--- src/logic/clock_source_pkg.sv ---
package clock_source_pkg;

  localparam int CLK_MHZ = 200;

  // Wishbone word offsets (byte addresses)
  localparam logic [7:0] OSC_STATUS_ADDR = 8'h00;
  localparam logic [7:0] CLK_CTRL_ADDR   = 8'h04;
  localparam logic [7:0] IRQ_STATUS_ADDR = 8'h08;
  localparam logic [7:0] IRQ_MASK_ADDR   = 8'h0c;
  localparam logic [7:0] CONFIG_ADDR     = 8'h10;

  // Status bit positions
  localparam int SOSC_READY_BIT  = 7;
  localparam int MULT_READY_BIT  = 6;
  localparam int ON_CONFIG_BIT   = 5;
  localparam int HF_READY_BIT    = 4;
  localparam int HF_LOCKED_BIT   = 3;
  localparam int MF_READY_BIT    = 2;
  localparam int LF_READY_BIT    = 1;
  localparam int HF_STABLE_BIT   = 0;

  // Control register fields
  localparam int CTRL_SRC_LSB    = 0;
  localparam int CTRL_INTSPD_LSB = 2;
  localparam int CTRL_MULT_BIT   = 6;
  localparam int CTRL_SOSCEN_BIT = 7;
  localparam logic [7:0] CTRL_RESET = 8'h00;

  // Interrupt event bit positions
  localparam int EV_FAIL_BIT     = 0;
  localparam int EV_STARTED_BIT  = 1;
  localparam int EV_MULT_BIT     = 2;

  // Startup timer, in oscillator cycles of the external source
  localparam int STARTUP_EXT_CYCLES = 1024;
  // Fail-safe window: loss declared with no external edge for this long
  localparam int FAIL_WINDOW_NS     = 2000;
  localparam int FAIL_WINDOW_CYCLES = (FAIL_WINDOW_NS * CLK_MHZ) / 1000;
  localparam int MULT_LOCK_NS       = 2000;
  localparam int MULT_LOCK_CYCLES   = (MULT_LOCK_NS * CLK_MHZ + 999) / 1000;

  typedef enum logic [2:0] {
    ext_clock_low_power_mode    = 3'h0,
    ext_clock_medium_power_mode = 3'h1,
    ext_clock_high_power_mode   = 3'h2,
    low_power_crystal_mode      = 3'h3,
    medium_gain_crystal_mode    = 3'h4,
    high_gain_crystal_mode      = 3'h5,
    external_rc_mode            = 3'h6,
    internal_oscillator_mode    = 3'h7
  } clock_mode_t;

  // Software source select
  typedef enum logic [1:0] {
    src_config   = 2'h0,
    src_internal = 2'h1,
    src_rsvd_a   = 2'h2,
    src_rsvd_b   = 2'h3
  } clock_src_t;

  // Internal speeds
  typedef enum logic [3:0] {
    spd_lf_31k   = 4'h0,
    spd_mf_500k  = 4'h7,
    spd_hf_16m   = 4'hf
  } int_speed_t;

  function automatic logic is_crystal(input logic [2:0] m);
    return (m == low_power_crystal_mode) || (m == medium_gain_crystal_mode) ||
           (m == high_gain_crystal_mode);
  endfunction

  function automatic logic is_external(input logic [2:0] m);
    return m != internal_oscillator_mode;
  endfunction

endpackage

--- src/logic/clock_source_select_status.sv ---
// The implementer's own choices: the address map and the Wishbone interface to the registers.
`timescale 1ns/1ps
`default_nettype none
// Contract
// - Power-up clock mode comes from configuration field
// - Three external logic clock power modes
// - Low-power, medium and high-gain crystal modes
// - External logic modes clock straight from input
// - Internal mode built from LF, MF, HF
// - Software switches source, speed and multiplier
// - Fail-safe falls back to internal on loss
// - Two-speed start runs internal while external starts
// - Startup timer holds crystal until stable
// - Bit 7 secondary oscillator ready when enabled
// - Bit 6 multiplier ready
// - Bit 5 running on configured source
// - Bit 4 HF ready, bit 3 HF 2% locked
// - Bit 2 MF ready
// - Bit 1 LF ready
// - Bit 0 HF stable within 0.5%
module clock_source_select_status
  import clock_source_pkg::*;
#(
  parameter int STARTUP_CYCLES = STARTUP_EXT_CYCLES,
  parameter int FAIL_CYCLES    = FAIL_WINDOW_CYCLES,
  parameter int LOCK_CYCLES    = MULT_LOCK_CYCLES
) (
  input  wire logic        ref_clk,
  input  wire logic        sys_rst,
  input  wire logic [2:0]  clock_mode_config_field,
  input  wire logic        two_speed_enable,
  input  wire logic        fail_safe_enable,
  input  wire logic        ext_clock_in,
  input  wire logic        secondary_osc_running,
  input  wire logic        lf_osc_running,
  input  wire logic        mf_osc_running,
  input  wire logic        hf_osc_running,
  input  wire logic        hf_osc_locked,
  input  wire logic        hf_osc_stable,
  input  wire logic        wb_cyc_i,
  input  wire logic        wb_stb_i,
  input  wire logic        wb_we_i,
  input  wire logic [7:0]  wb_adr_i,
  input  wire logic [3:0]  wb_sel_i,
  input  wire logic [31:0] wb_dat_i,
  output logic [31:0]      wb_dat_o,
  output logic             wb_ack_o,
  output logic             irq,
  output logic             sys_clk_sel_ext,
  output logic             sys_clk_sel_mult,
  output logic [3:0]       int_speed_sel,
  output logic             osc_drive_enable
);

  initial begin
    if (STARTUP_CYCLES < 1 || FAIL_CYCLES < 2 || LOCK_CYCLES < 1) begin
      $error("clock_source_select_status: bad timing parameter");
    end
  end

  // Every asynchronous input takes two flops
  logic [1:0] ext_s, sosc_s, lf_s, mf_s, hf_s, hfl_s, hfs_s;
  logic       ext_prev;
  always_ff @(posedge ref_clk) begin
    if (sys_rst) begin
      ext_s    <= '0;
      sosc_s   <= '0;
      lf_s     <= '0;
      mf_s     <= '0;
      hf_s     <= '0;
      hfl_s    <= '0;
      hfs_s    <= '0;
      ext_prev <= 1'b0;
    end else begin
      ext_s    <= {ext_s[0], ext_clock_in};
      sosc_s   <= {sosc_s[0], secondary_osc_running};
      lf_s     <= {lf_s[0], lf_osc_running};
      mf_s     <= {mf_s[0], mf_osc_running};
      hf_s     <= {hf_s[0], hf_osc_running};
      hfl_s    <= {hfl_s[0], hf_osc_locked};
      hfs_s    <= {hfs_s[0], hf_osc_stable};
      ext_prev <= ext_s[1];
    end
  end
  logic ext_edge;
  assign ext_edge = ext_s[1] & ~ext_prev;

  // Mode latched once after reset release; config field is static otherwise
  logic [2:0] cfg_mode;
  logic       cfg_taken;
  always_ff @(posedge ref_clk) begin
    if (sys_rst) begin
      cfg_mode  <= internal_oscillator_mode;
      cfg_taken <= 1'b0;
    end else if (!cfg_taken) begin
      cfg_mode  <= clock_mode_config_field;
      cfg_taken <= 1'b1;
    end
  end

  // Software control register
  logic [7:0] ctrl;
  logic [2:0] irq_status, irq_mask;
  logic       wr;
  assign wr = wb_cyc_i & wb_stb_i & wb_we_i & ~wb_ack_o & wb_sel_i[0];

  always_ff @(posedge ref_clk) begin
    if (sys_rst) begin
      ctrl <= CTRL_RESET;
    end else if (wr && wb_adr_i == CLK_CTRL_ADDR) begin
      ctrl <= wb_dat_i[7:0];
    end
  end

  // Crystal startup timer counts external edges, not ref_clk
  logic [$clog2(STARTUP_CYCLES+1)-1:0] ost_cnt;
  logic ext_ready;
  logic fail_seen;
  always_ff @(posedge ref_clk) begin
    if (sys_rst || fail_seen) begin
      ost_cnt   <= '0;
      ext_ready <= 1'b0;
    end else if (!ext_ready && ext_edge) begin
      if (!is_crystal(cfg_mode) || ost_cnt == ($bits(ost_cnt))'(STARTUP_CYCLES - 1)) begin
        ext_ready <= 1'b1;
      end else begin
        ost_cnt <= ost_cnt + 1'b1;
      end
    end
  end

  // Fail-safe watchdog on external edges
  logic [$clog2(FAIL_CYCLES+1)-1:0] fail_cnt;
  always_ff @(posedge ref_clk) begin
    if (sys_rst) begin
      fail_cnt  <= '0;
      fail_seen <= 1'b0;
    end else if (!fail_safe_enable || !is_external(cfg_mode) || ext_edge) begin
      fail_cnt <= '0;
    end else if (fail_cnt == ($bits(fail_cnt))'(FAIL_CYCLES - 1)) begin
      fail_seen <= 1'b1;
    end else if (ext_ready) begin
      fail_cnt <= fail_cnt + 1'b1;
    end
  end

  // Multiplier lock delay after enable
  logic [$clog2(LOCK_CYCLES+1)-1:0] lock_cnt;
  logic mult_ready;
  always_ff @(posedge ref_clk) begin
    if (sys_rst || !ctrl[CTRL_MULT_BIT]) begin
      lock_cnt   <= '0;
      mult_ready <= 1'b0;
    end else if (lock_cnt == ($bits(lock_cnt))'(LOCK_CYCLES - 1)) begin
      mult_ready <= 1'b1;
    end else begin
      lock_cnt <= lock_cnt + 1'b1;
    end
  end

  // Source choice: external only when configured, ready, not failed
  logic want_ext, use_ext;
  assign want_ext = is_external(cfg_mode) && ctrl[CTRL_SRC_LSB +: 2] == src_config;
  // Two-speed or not: run internal until external ready; without it hold_clock only flags the wait
  assign use_ext  = want_ext && ext_ready && !fail_seen;

  always_ff @(posedge ref_clk) begin
    if (sys_rst) begin
      sys_clk_sel_ext  <= 1'b0;
      sys_clk_sel_mult <= 1'b0;
      int_speed_sel    <= spd_hf_16m;
      osc_drive_enable <= 1'b0;
    end else begin
      sys_clk_sel_ext  <= use_ext;
      sys_clk_sel_mult <= ctrl[CTRL_MULT_BIT] & mult_ready;
      int_speed_sel    <= ctrl[CTRL_INTSPD_LSB +: 4];
      osc_drive_enable <= is_crystal(cfg_mode) & ~fail_seen;
    end
  end

  // Without two-speed, status of hold is just sel_ext low; code still runs
  logic hold_clock;
  assign hold_clock = want_ext && !ext_ready && !two_speed_enable;

  // Live status; no storage so writes cannot touch it
  logic [7:0] osc_status;
  always_comb begin
    osc_status = '0;
    osc_status[SOSC_READY_BIT] = ctrl[CTRL_SOSCEN_BIT] & sosc_s[1];
    osc_status[MULT_READY_BIT] = mult_ready;
    osc_status[ON_CONFIG_BIT]  = sys_clk_sel_ext | ~is_external(cfg_mode);
    osc_status[HF_READY_BIT]   = hf_s[1];
    osc_status[HF_LOCKED_BIT]  = hf_s[1] & hfl_s[1];
    osc_status[MF_READY_BIT]   = mf_s[1];
    osc_status[LF_READY_BIT]   = lf_s[1];
    osc_status[HF_STABLE_BIT]  = hf_s[1] & hfs_s[1];
  end

  // Interrupt events; set wins over write-one clear
  logic fail_prev, ready_prev, mult_prev;
  logic [2:0] ev;
  always_ff @(posedge ref_clk) begin
    if (sys_rst) begin
      fail_prev  <= 1'b0;
      ready_prev <= 1'b0;
      mult_prev  <= 1'b0;
    end else begin
      fail_prev  <= fail_seen;
      ready_prev <= ext_ready;
      mult_prev  <= mult_ready;
    end
  end
  always_comb begin
    ev = '0;
    ev[EV_FAIL_BIT]    = fail_seen & ~fail_prev;
    ev[EV_STARTED_BIT] = ext_ready & ~ready_prev;
    ev[EV_MULT_BIT]    = mult_ready & ~mult_prev;
  end

  always_ff @(posedge ref_clk) begin
    if (sys_rst) begin
      irq_status <= '0;
      irq_mask   <= '0;
    end else begin
      if (wr && wb_adr_i == IRQ_MASK_ADDR) begin
        irq_mask <= wb_dat_i[2:0];
      end
      if (wr && wb_adr_i == IRQ_STATUS_ADDR) begin
        irq_status <= (irq_status & ~wb_dat_i[2:0]) | ev;
      end else begin
        irq_status <= irq_status | ev;
      end
    end
  end

  always_ff @(posedge ref_clk) begin
    if (sys_rst) begin
      irq <= 1'b0;
    end else begin
      irq <= |(irq_status & irq_mask);
    end
  end

  // Wishbone classic: ack one cycle after strobe, unmapped reads zero
  always_ff @(posedge ref_clk) begin
    if (sys_rst) begin
      wb_ack_o <= 1'b0;
      wb_dat_o <= '0;
    end else begin
      wb_ack_o <= wb_cyc_i & wb_stb_i & ~wb_ack_o;
      unique case (wb_adr_i)
        OSC_STATUS_ADDR: wb_dat_o <= {24'h000000, osc_status};
        CLK_CTRL_ADDR:   wb_dat_o <= {24'h000000, ctrl};
        IRQ_STATUS_ADDR: wb_dat_o <= {29'h0, irq_status};
        IRQ_MASK_ADDR:   wb_dat_o <= {29'h0, irq_mask};
        CONFIG_ADDR:     wb_dat_o <= {22'h0, hold_clock, fail_seen, ext_ready,
                                      two_speed_enable, fail_safe_enable, cfg_taken, 1'b0, cfg_mode};
        default:         wb_dat_o <= '0;
      endcase
    end
  end
endmodule
`default_nettype wire

--- config.mk ---
export PLATFORM = sky130hd
export DESIGN_NAME = clock_source_select_status
export DESIGN_NICKNAME = d
export VERILOG_FILES = /design/src/logic/clock_source_pkg.sv /design/src/logic/clock_source_select_status.sv
export SDC_FILE = /design/constraint.sdc
export NUM_CORES = 1
export LEC_CHECK = 0
export ABC_CLOCK_PERIOD_IN_PS = 2300
export BUFFER_PORTS_ARGS = -buffer_cell sky130_fd_sc_hd__clkbuf_2
export CAP_MARGIN = 20
export CORE_MARGIN = 5
export CORE_UTILIZATION = 50
export DETAILED_ROUTE_END_ITERATION = 12
export PLACE_DENSITY_LB_ADDON = 0.12
export SYNTH_ARGS = -nofsm -noshare
export SYNTH_HDL_FRONTEND = slang
export SYNTH_SLANG_ARGS = --single-unit
--- constraint.sdc ---
create_clock -name ref_clk -period 2.3 [get_ports ref_clk]
set_input_delay 0.115 -clock ref_clk [delete_from_list [all_inputs] [get_ports ref_clk]]
set_output_delay 0.115 -clock ref_clk [all_outputs]
set_load 0.02 [all_outputs]
==> flow_metrics.py, run 1 <==
metrics = {
    "layout": {
        "drive_gt1_frac": 0.1787,
        "post-route-cell-area_mm2": 0.004305,
        "syn2layout_area_growth_pct": 17.84,
        "diodes": 0,
        "finish.utilization": 0.6000,
        "fillers": 646,
        "final_nets": 530,
    },
    "status": {
        "outcome": "finished clean",
    },
    "die": {
        "fp.coreArea_mm2": 0.007176,
        "die_y_um": 95.48,
        "ioPinCount": 102,
        "start_util": 0.5092,
        "die_area_mm2": 0.009116,
        "dieWidth_um": 95.48,
        "rows": 31,
    },
    "power_and_ir_drop": {
        "ir_worst_vdd_uv": 416.1,
        "leakagePower_nw": 1.767,
        "p_per_area_mw_per_mm2": 670.4,
    },
    "cts": {
        "path_clk_slew_ns": 0.08,
        "cts_buffers": 9,
        "cts_tree": "done",
        "clock-sinks": 87,
        "clockBufferDepth": 2,
        "clock_latency_ns": 0.35,
        "cts_root_buffer": "clkbuf_8",
        "htree_levels": 3,
    },
    "timing": {
        "grt_setup_unrepaired": "no",
        "slew_headroom": 0.6237,
        "finalHoldViolations": 0,
        "tns_ns": 0,
        "worst_pin_slew_ns": 0.5572,
        "skew_ns": 0.01108,
        "fmax_mhz": 567.6,
        "finalSetupViolCount": 0,
        "finalCritPeriodShare": 0.7661,
        "slew_violations": 0,
        "fin_crit_ns": 1.762,
    },
    "synth": {
        "avgSynthCellArea_um2": 9.180,
        "ys_types": 50,
        "yosysWarningCount": 0,
        "synth.top_cell.area_share": 0.4767,
        "synth-main-ff-cell": "dfxtp_1",
        "yosysSeqAreaShare": 0.4767,
        "netlist_instances": 398,
        "async_flop_share": 0,
        "ys_top_cells_by_area": "dfxtp_1, mux2i_1, buf_4, nor2_1, nor2b_1",
        "synth_area_leader_cell": "dfxtp_1",
        "syn-cell-area_mm2": 0.003654,
        "synth_seq_cells": 87,
        "synth_edf_count": 0,
    },
    "drt": {
        "num_vias": 2911,
        "drt-initial-drc-count": 98,
        "drc": 0,
        "via_per_inst": 5.116,
        "firstDrtPassIters": 5,
        "ant_nets": 0,
        "wire_per_inst_um": 13.06,
        "totalWireLength_um": 7433,
    },
    "global_route": {
        "grt-ovfl-total": 0,
        "track_usage": 0.1741,
        "antenna_found_initial": 0,
        "grt_max_degree": 42,
        "grt_pass1_vias": 2610,
        "grt_pass1_wl_um": 12420,
        "met1_usage": 0.2453,
        "top_usage_layer": "met2",
        "use_met2": 0.2577,
        "use_met3": 0.03788,
    },
    "place": {
        "globalplace.congestion": 0.8021,
        "placedInstanceArea_mm2": 0.003943,
        "numPortBuffers": 52,
        "dp_hpwl_um": 5296,
    },
    "setup_path": {
        "cp-start-kind": "flip-flop",
        "ff2ff_setup_slack_ns": 0.54,
        "reg2reg_depth": 4,
        "crit_type": "flip-flop to flip-flop",
        "crit_required_ns": 2.57,
        "worst-path-max-fanout": 10,
        "cp-end-kind": "flip-flop",
        "crit_arrival_ns": 2.03,
    },
    "flow_run": {
        "maxCapViolCount": 0,
    },
    "worst_hold_path": {
        "min_path_type": "primary input to flip-flop",
        "whs_path_depth": 3,
    },
}
==> where the power goes <==
group          switching, mW  total (mW)  leakage (nW)  internal [mW]
sequential            0.0144        1.54         0.707           1.53
combinational          0.119       0.200         0.957         0.0802
clock                  0.506        1.14         0.103          0.637
==> final timing paths <==
path | startpoint | endpoint
worst max-delay path | cfg_mode[1] | fail_cnt[3]
worst min register to register | ost_cnt[10] | ost_cnt[10]
worst max register to register | cfg_mode[1] | fail_cnt[3]
worst min-delay path | wb_cyc_i | wb_ack_o
==> cells in the final DEF (no fill, tap or decap), types with 3 or more instances in the layout <==
cell type      Yosys  final
and3_1             5      5
xor2_1             7      7
nor2_1            42     42
a21oi_1           23     23
buf_4             22      7
ha_1               3      3
clkbuf_8           0     10
nor3_1            16     16
nand3b_1           3      3
o31ai_1            4      4
nand3_1           10     10
or3_1              5      5
mux2i_1           18     18
nand2_1           22     22
nor2b_1           21     21
or2_2              7      7
nand4b_1           4      4
clkbuf_2           0     52
o21ai_0           13     13
and2_1             3      3
inv_1              6      6
nand4_1           11     11
nand2b_1           7      7
nor4_1             3      3
conb_1             1     22
and4_1             3      3
dlygate4sd3_1      0     15
a31oi_1            4      4
or4_1              7      7
dfxtp_1           87     87
==> cell families after synthesis <==
group                    after synthesis  share of synthesized area
AND/OR/NAND/NOR                      174                     0.2589
flip-flops                            87                     0.4767
AO/OA/AOI/OAI                         58                    0.09760
buffers and inverters                 45                    0.06917
multiplexers                          21                    0.06472
XOR/XNOR                               9                    0.02158
adder cells (fa/ha/maj)                3                    0.01028
other                                  1                   0.001026
==> cell type report <==
type / instances / area [µm²] / area share
Tap cell: 99 / 123.9 / 0.02877
Multi-Input combinational cell: 287 / 1738 / 0.4037
Inverter: 7 / 26.28 / 0.006103
Clock inverter: 3 / 67.56 / 0.01569
Sequential cell: 87 / 1742 / 0.4045
Timing Repair Buffer: 74 / 462.9 / 0.1075
Clock buffer: 12 / 145.1 / 0.03371
==> state kept, by name, indices dropped and copies added, names as in the netlist, 2 cells and up <==
register / count
lf_s: 2
ost_cnt: 11
int_speed_sel: 4
hfs_s: 2
ext_s: 2
fail_cnt: 9
hfl_s: 2
ctrl: 8
lock_cnt: 9
irq_mask: 3
irq_status: 3
wb_dat_o: 10
cfg_mode: 3
mf_s: 2
sosc_s: 2
hf_s: 2
==> metrics by stage <==
| stage | setup WS [ns] | power (mW) | instances | hold slack (ns) |
|---|---|---|---|---|
| floorplan | 0.6523 | 1.724 | 419 | 0.2401 |
| global placement | 0.5530 | 1.757 | 539 | 0.3286 |
| detailed placement | 0.5366 | 1.758 | 539 | 0.3280 |
| CTS | 0.5290 | 2.918 | 569 | 0.01217 |
| global route | 0.4188 | 3.008 | 569 | 0.03567 |
| finish | 0.5381 | 2.886 | 569 | 0.03996 |
==> cell usage after synthesis (all sizes together) (2+ instances only) <==
cell type / number
a211oi: 2
a21oi: 23
a31oi: 4
and2: 3
and3: 5
and4: 3
and4b: 2
buf: 24
clkbuf: 14
dfxtp: 87
ha: 3
inv: 6
mux2i: 18
mux4: 2
nand2: 22
nand2b: 7
nand3: 10
nand3b: 3
nand4: 11
nand4b: 4
nor2: 42
nor2b: 21
nor3: 16
nor4: 4
o21ai: 13
o31ai: 4
o41ai: 2
or2: 7
or3: 5
or4: 7
xnor2: 2
xor2: 7
==> critical path: stages (launching register included) <==
cell and delay [ns]:
dfxtp_1 0.35, and3_1 0.22, or4b_2 0.77, o21bai_1 0.22, a31oi_1 0.13
==> per-layer routing <==
metal | up-vias | wire length (µm)
li1 | 1501 | -
met1 | 1321 | 3579
met2 | 81 | 3180
met3 | 8 | 556
met4 | 0 | 117
met5 | - | 0
==> what timing repair did <==
item,4_1_cts,5_1_grt
resized for setup,0,0
endpoints found under the hold margin,15,0
hold buffers,15,0
setup buffers,0,0
No activity file was read; power rests on OpenSTA's default activity.
==> run 2: changes to the inputs <==
ABC_CLOCK_PERIOD_IN_PS = 1600   (was 2300)
CORE_UTILIZATION = 47   (was 50)
clock period = 1.6 ns   (was 2.3 ns; I/O delays follow)
==> flow_metrics.py, run 2 (synthesis gave the netlist of run 1 again) <==
metrics = {
    "power_and_ir_drop": {
        "leakagePower_nw": 1.895,
        "p_per_area_mw_per_mm2": 908.2,
        "p_int_mw": 3.224,
        "netSwitchingPower_mw": 0.9484,
        "comb_power_share": 0.079,
        "ir_worst_vdd_uv": 409.6,
        "seqPwrFrac": 0.531,
        "swShare": 0.2273,
        "clockPowerShare": 0.390,
    },
    "timing": {
        "slew_violations": 0,
        "skew_ns": 0.009811,
        "grt_setup_unrepaired": "yes",
        "tns_ns": 0,
        "fmax_mhz": 643.3,
        "finalCritPeriodShare": 0.9715,
        "finalSetupViolCount": 0,
        "fin_crit_ns": 1.554,
        "finalHoldViolations": 0,
    },
    "die": {
        "fp.coreArea_mm2": 0.007647,
        "ioPinCount": 102,
        "dieWidth_um": 98.17,
        "die_y_um": 98.17,
        "start_util": 0.4777,
        "rows": 32,
        "die_area_mm2": 0.009636,
    },
    "drt": {
        "wire_per_inst_um": 13.22,
        "totalWireLength_um": 7932,
        "num_vias": 3035,
        "via_per_inst": 5.058,
        "firstDrtPassIters": 4,
        "drc": 0,
        "ant_nets": 0,
        "drt-initial-drc-count": 103,
    },
    "status": {
        "outcome": "finished clean",
    },
    "place": {
        "dp.cells": 562,
        "numPortBuffers": 52,
        "globalplace.congestion": 0.8143,
        "dp_hpwl_um": 5698,
    },
    "layout": {
        "final_cells": 600,
        "layout_common_cells": "dfxtp_1, clkbuf_2, nor2_1",
        "diodes": 0,
        "top_register": "ost_cnt",
        "syn2layout_area_growth_pct": 25.75,
        "final_common_cell": "dfxtp_1",
        "final_nets": 557,
        "largest_register_ff_count": 11,
        "finish.utilization": 0.6008,
        "drive_gt1_frac": 0.2550,
        "reg_top3": "ost_cnt x11, wb_dat_o x10",
    },
    "flow_run": {
        "maxCapViolCount": 0,
    },
    "worst_hold_path": {
        "min_path_type": "primary input to flip-flop",
    },
    "setup_path": {
        "cpPeakStageDelay_ns": 0.53,
        "critPathSlowestCell": "or4_1",
        "crit_required_ns": 1.88,
        "worst-path-max-fanout": 9,
        "cp-end-kind": "flip-flop",
        "crit_arrival_ns": 1.84,
        "cp-start-kind": "flip-flop",
        "crit_type": "flip-flop to flip-flop",
        "cp_cell_sequence": "nand3b_1 > a21o_4 > or4_1 > a21oi_2",
    },
    "global_route": {
        "grt_max_degree": 27,
        "track_usage": 0.1678,
        "grt_pass1_wl_um": 13460,
        "grt-ovfl-total": 0,
        "antenna_found_initial": 0,
        "grt_pass1_vias": 2935,
    },
    "cts": {
        "clock_latency_ns": 0.34,
        "cts_tree": "done",
        "cts_root_buffer": "clkbuf_8",
        "clockBufferDepth": 2,
        "path_clk_slew_ns": 0.09,
        "htree_levels": 3,
        "cts_buffers": 9,
        "clock-sinks": 87,
    },
}
-- run 2: per-layer routing --
metal / track usage / vias up / routed length (µm)
li1: - / 1555 / -
met1: 0.2244 / 1396 / 3756
met2: 0.2660 / 73 / 3584
met3: 0.03429 / 11 / 453
met4: 0.06723 / 0 / 138
met5: 0 / - / 0
-- run 2: power groups by stage --
stage          logic, mW  registers [mW]  clock network [mW]
3_5_place_dp       0.290            2.27                   0
2_1_floorplan      0.211            2.27                   0
5_1_grt            0.365            2.22                1.76
3_3_place_gp       0.288            2.27                   0
4_1_cts            0.326            2.22                1.67
6_report           0.331            2.22                1.63
-- run 2: area by class of cell --
class                   instances  area, µm²
multi-input cells             287       1805
well taps                     102      127.6
repair buffers                101      670.6
fillers                       701       3053
clock buffers                  11      131.4
inverters                       7      26.28
clock inverters                 5      82.58
flip-flops and latches         87       1750
-- run 2: stage by stage --
stage	total power, mW	worst slack, ns	instance area [µm²]	hold slack (ns)
finish	4.173	0.04563	4594	0.01817
global route	4.347	-0.01575	4594	0.03030
CTS	4.211	-0.007419	4507	0.001856
detailed placement	2.556	-0.1075	4101	0.2955
global placement	2.553	-0.07737	4101	0.2961
floorplan	2.484	0.0004781	3747	0.2051
-- run 2: final timing paths --
| kind | start | to | slack, ns | cells after the start |
|---|---|---|---|---|
| hold reg to reg | ost_cnt[10] | ost_cnt[10] | 0.44 | 2 |
| setup reg to reg | cfg_mode[2] | ost_cnt[3] | 0.05 | 4 |
| setup / recovery | cfg_mode[2] | ost_cnt[3] | 0.05 | 4 |
| hold / removal | wb_dat_i[2] | ctrl[2] | 0.02 | 3 |
-- run 2: worst max-delay path: cells and delay by family, from the launching register on --
family | cells | cell delay (ns)
simple gates | 2 | 0.74
compound gates | 2 | 0.41
flops | 1 | 0.35
-- run 2: what timing repair did --
item                                   CTS  global route
hold buffers                            17             0
setup buffers                            1             4
pin swaps                                3             6
gates resized for setup                  6            15
setup endpoints to repair                4            11
endpoints found under the hold margin   16             0
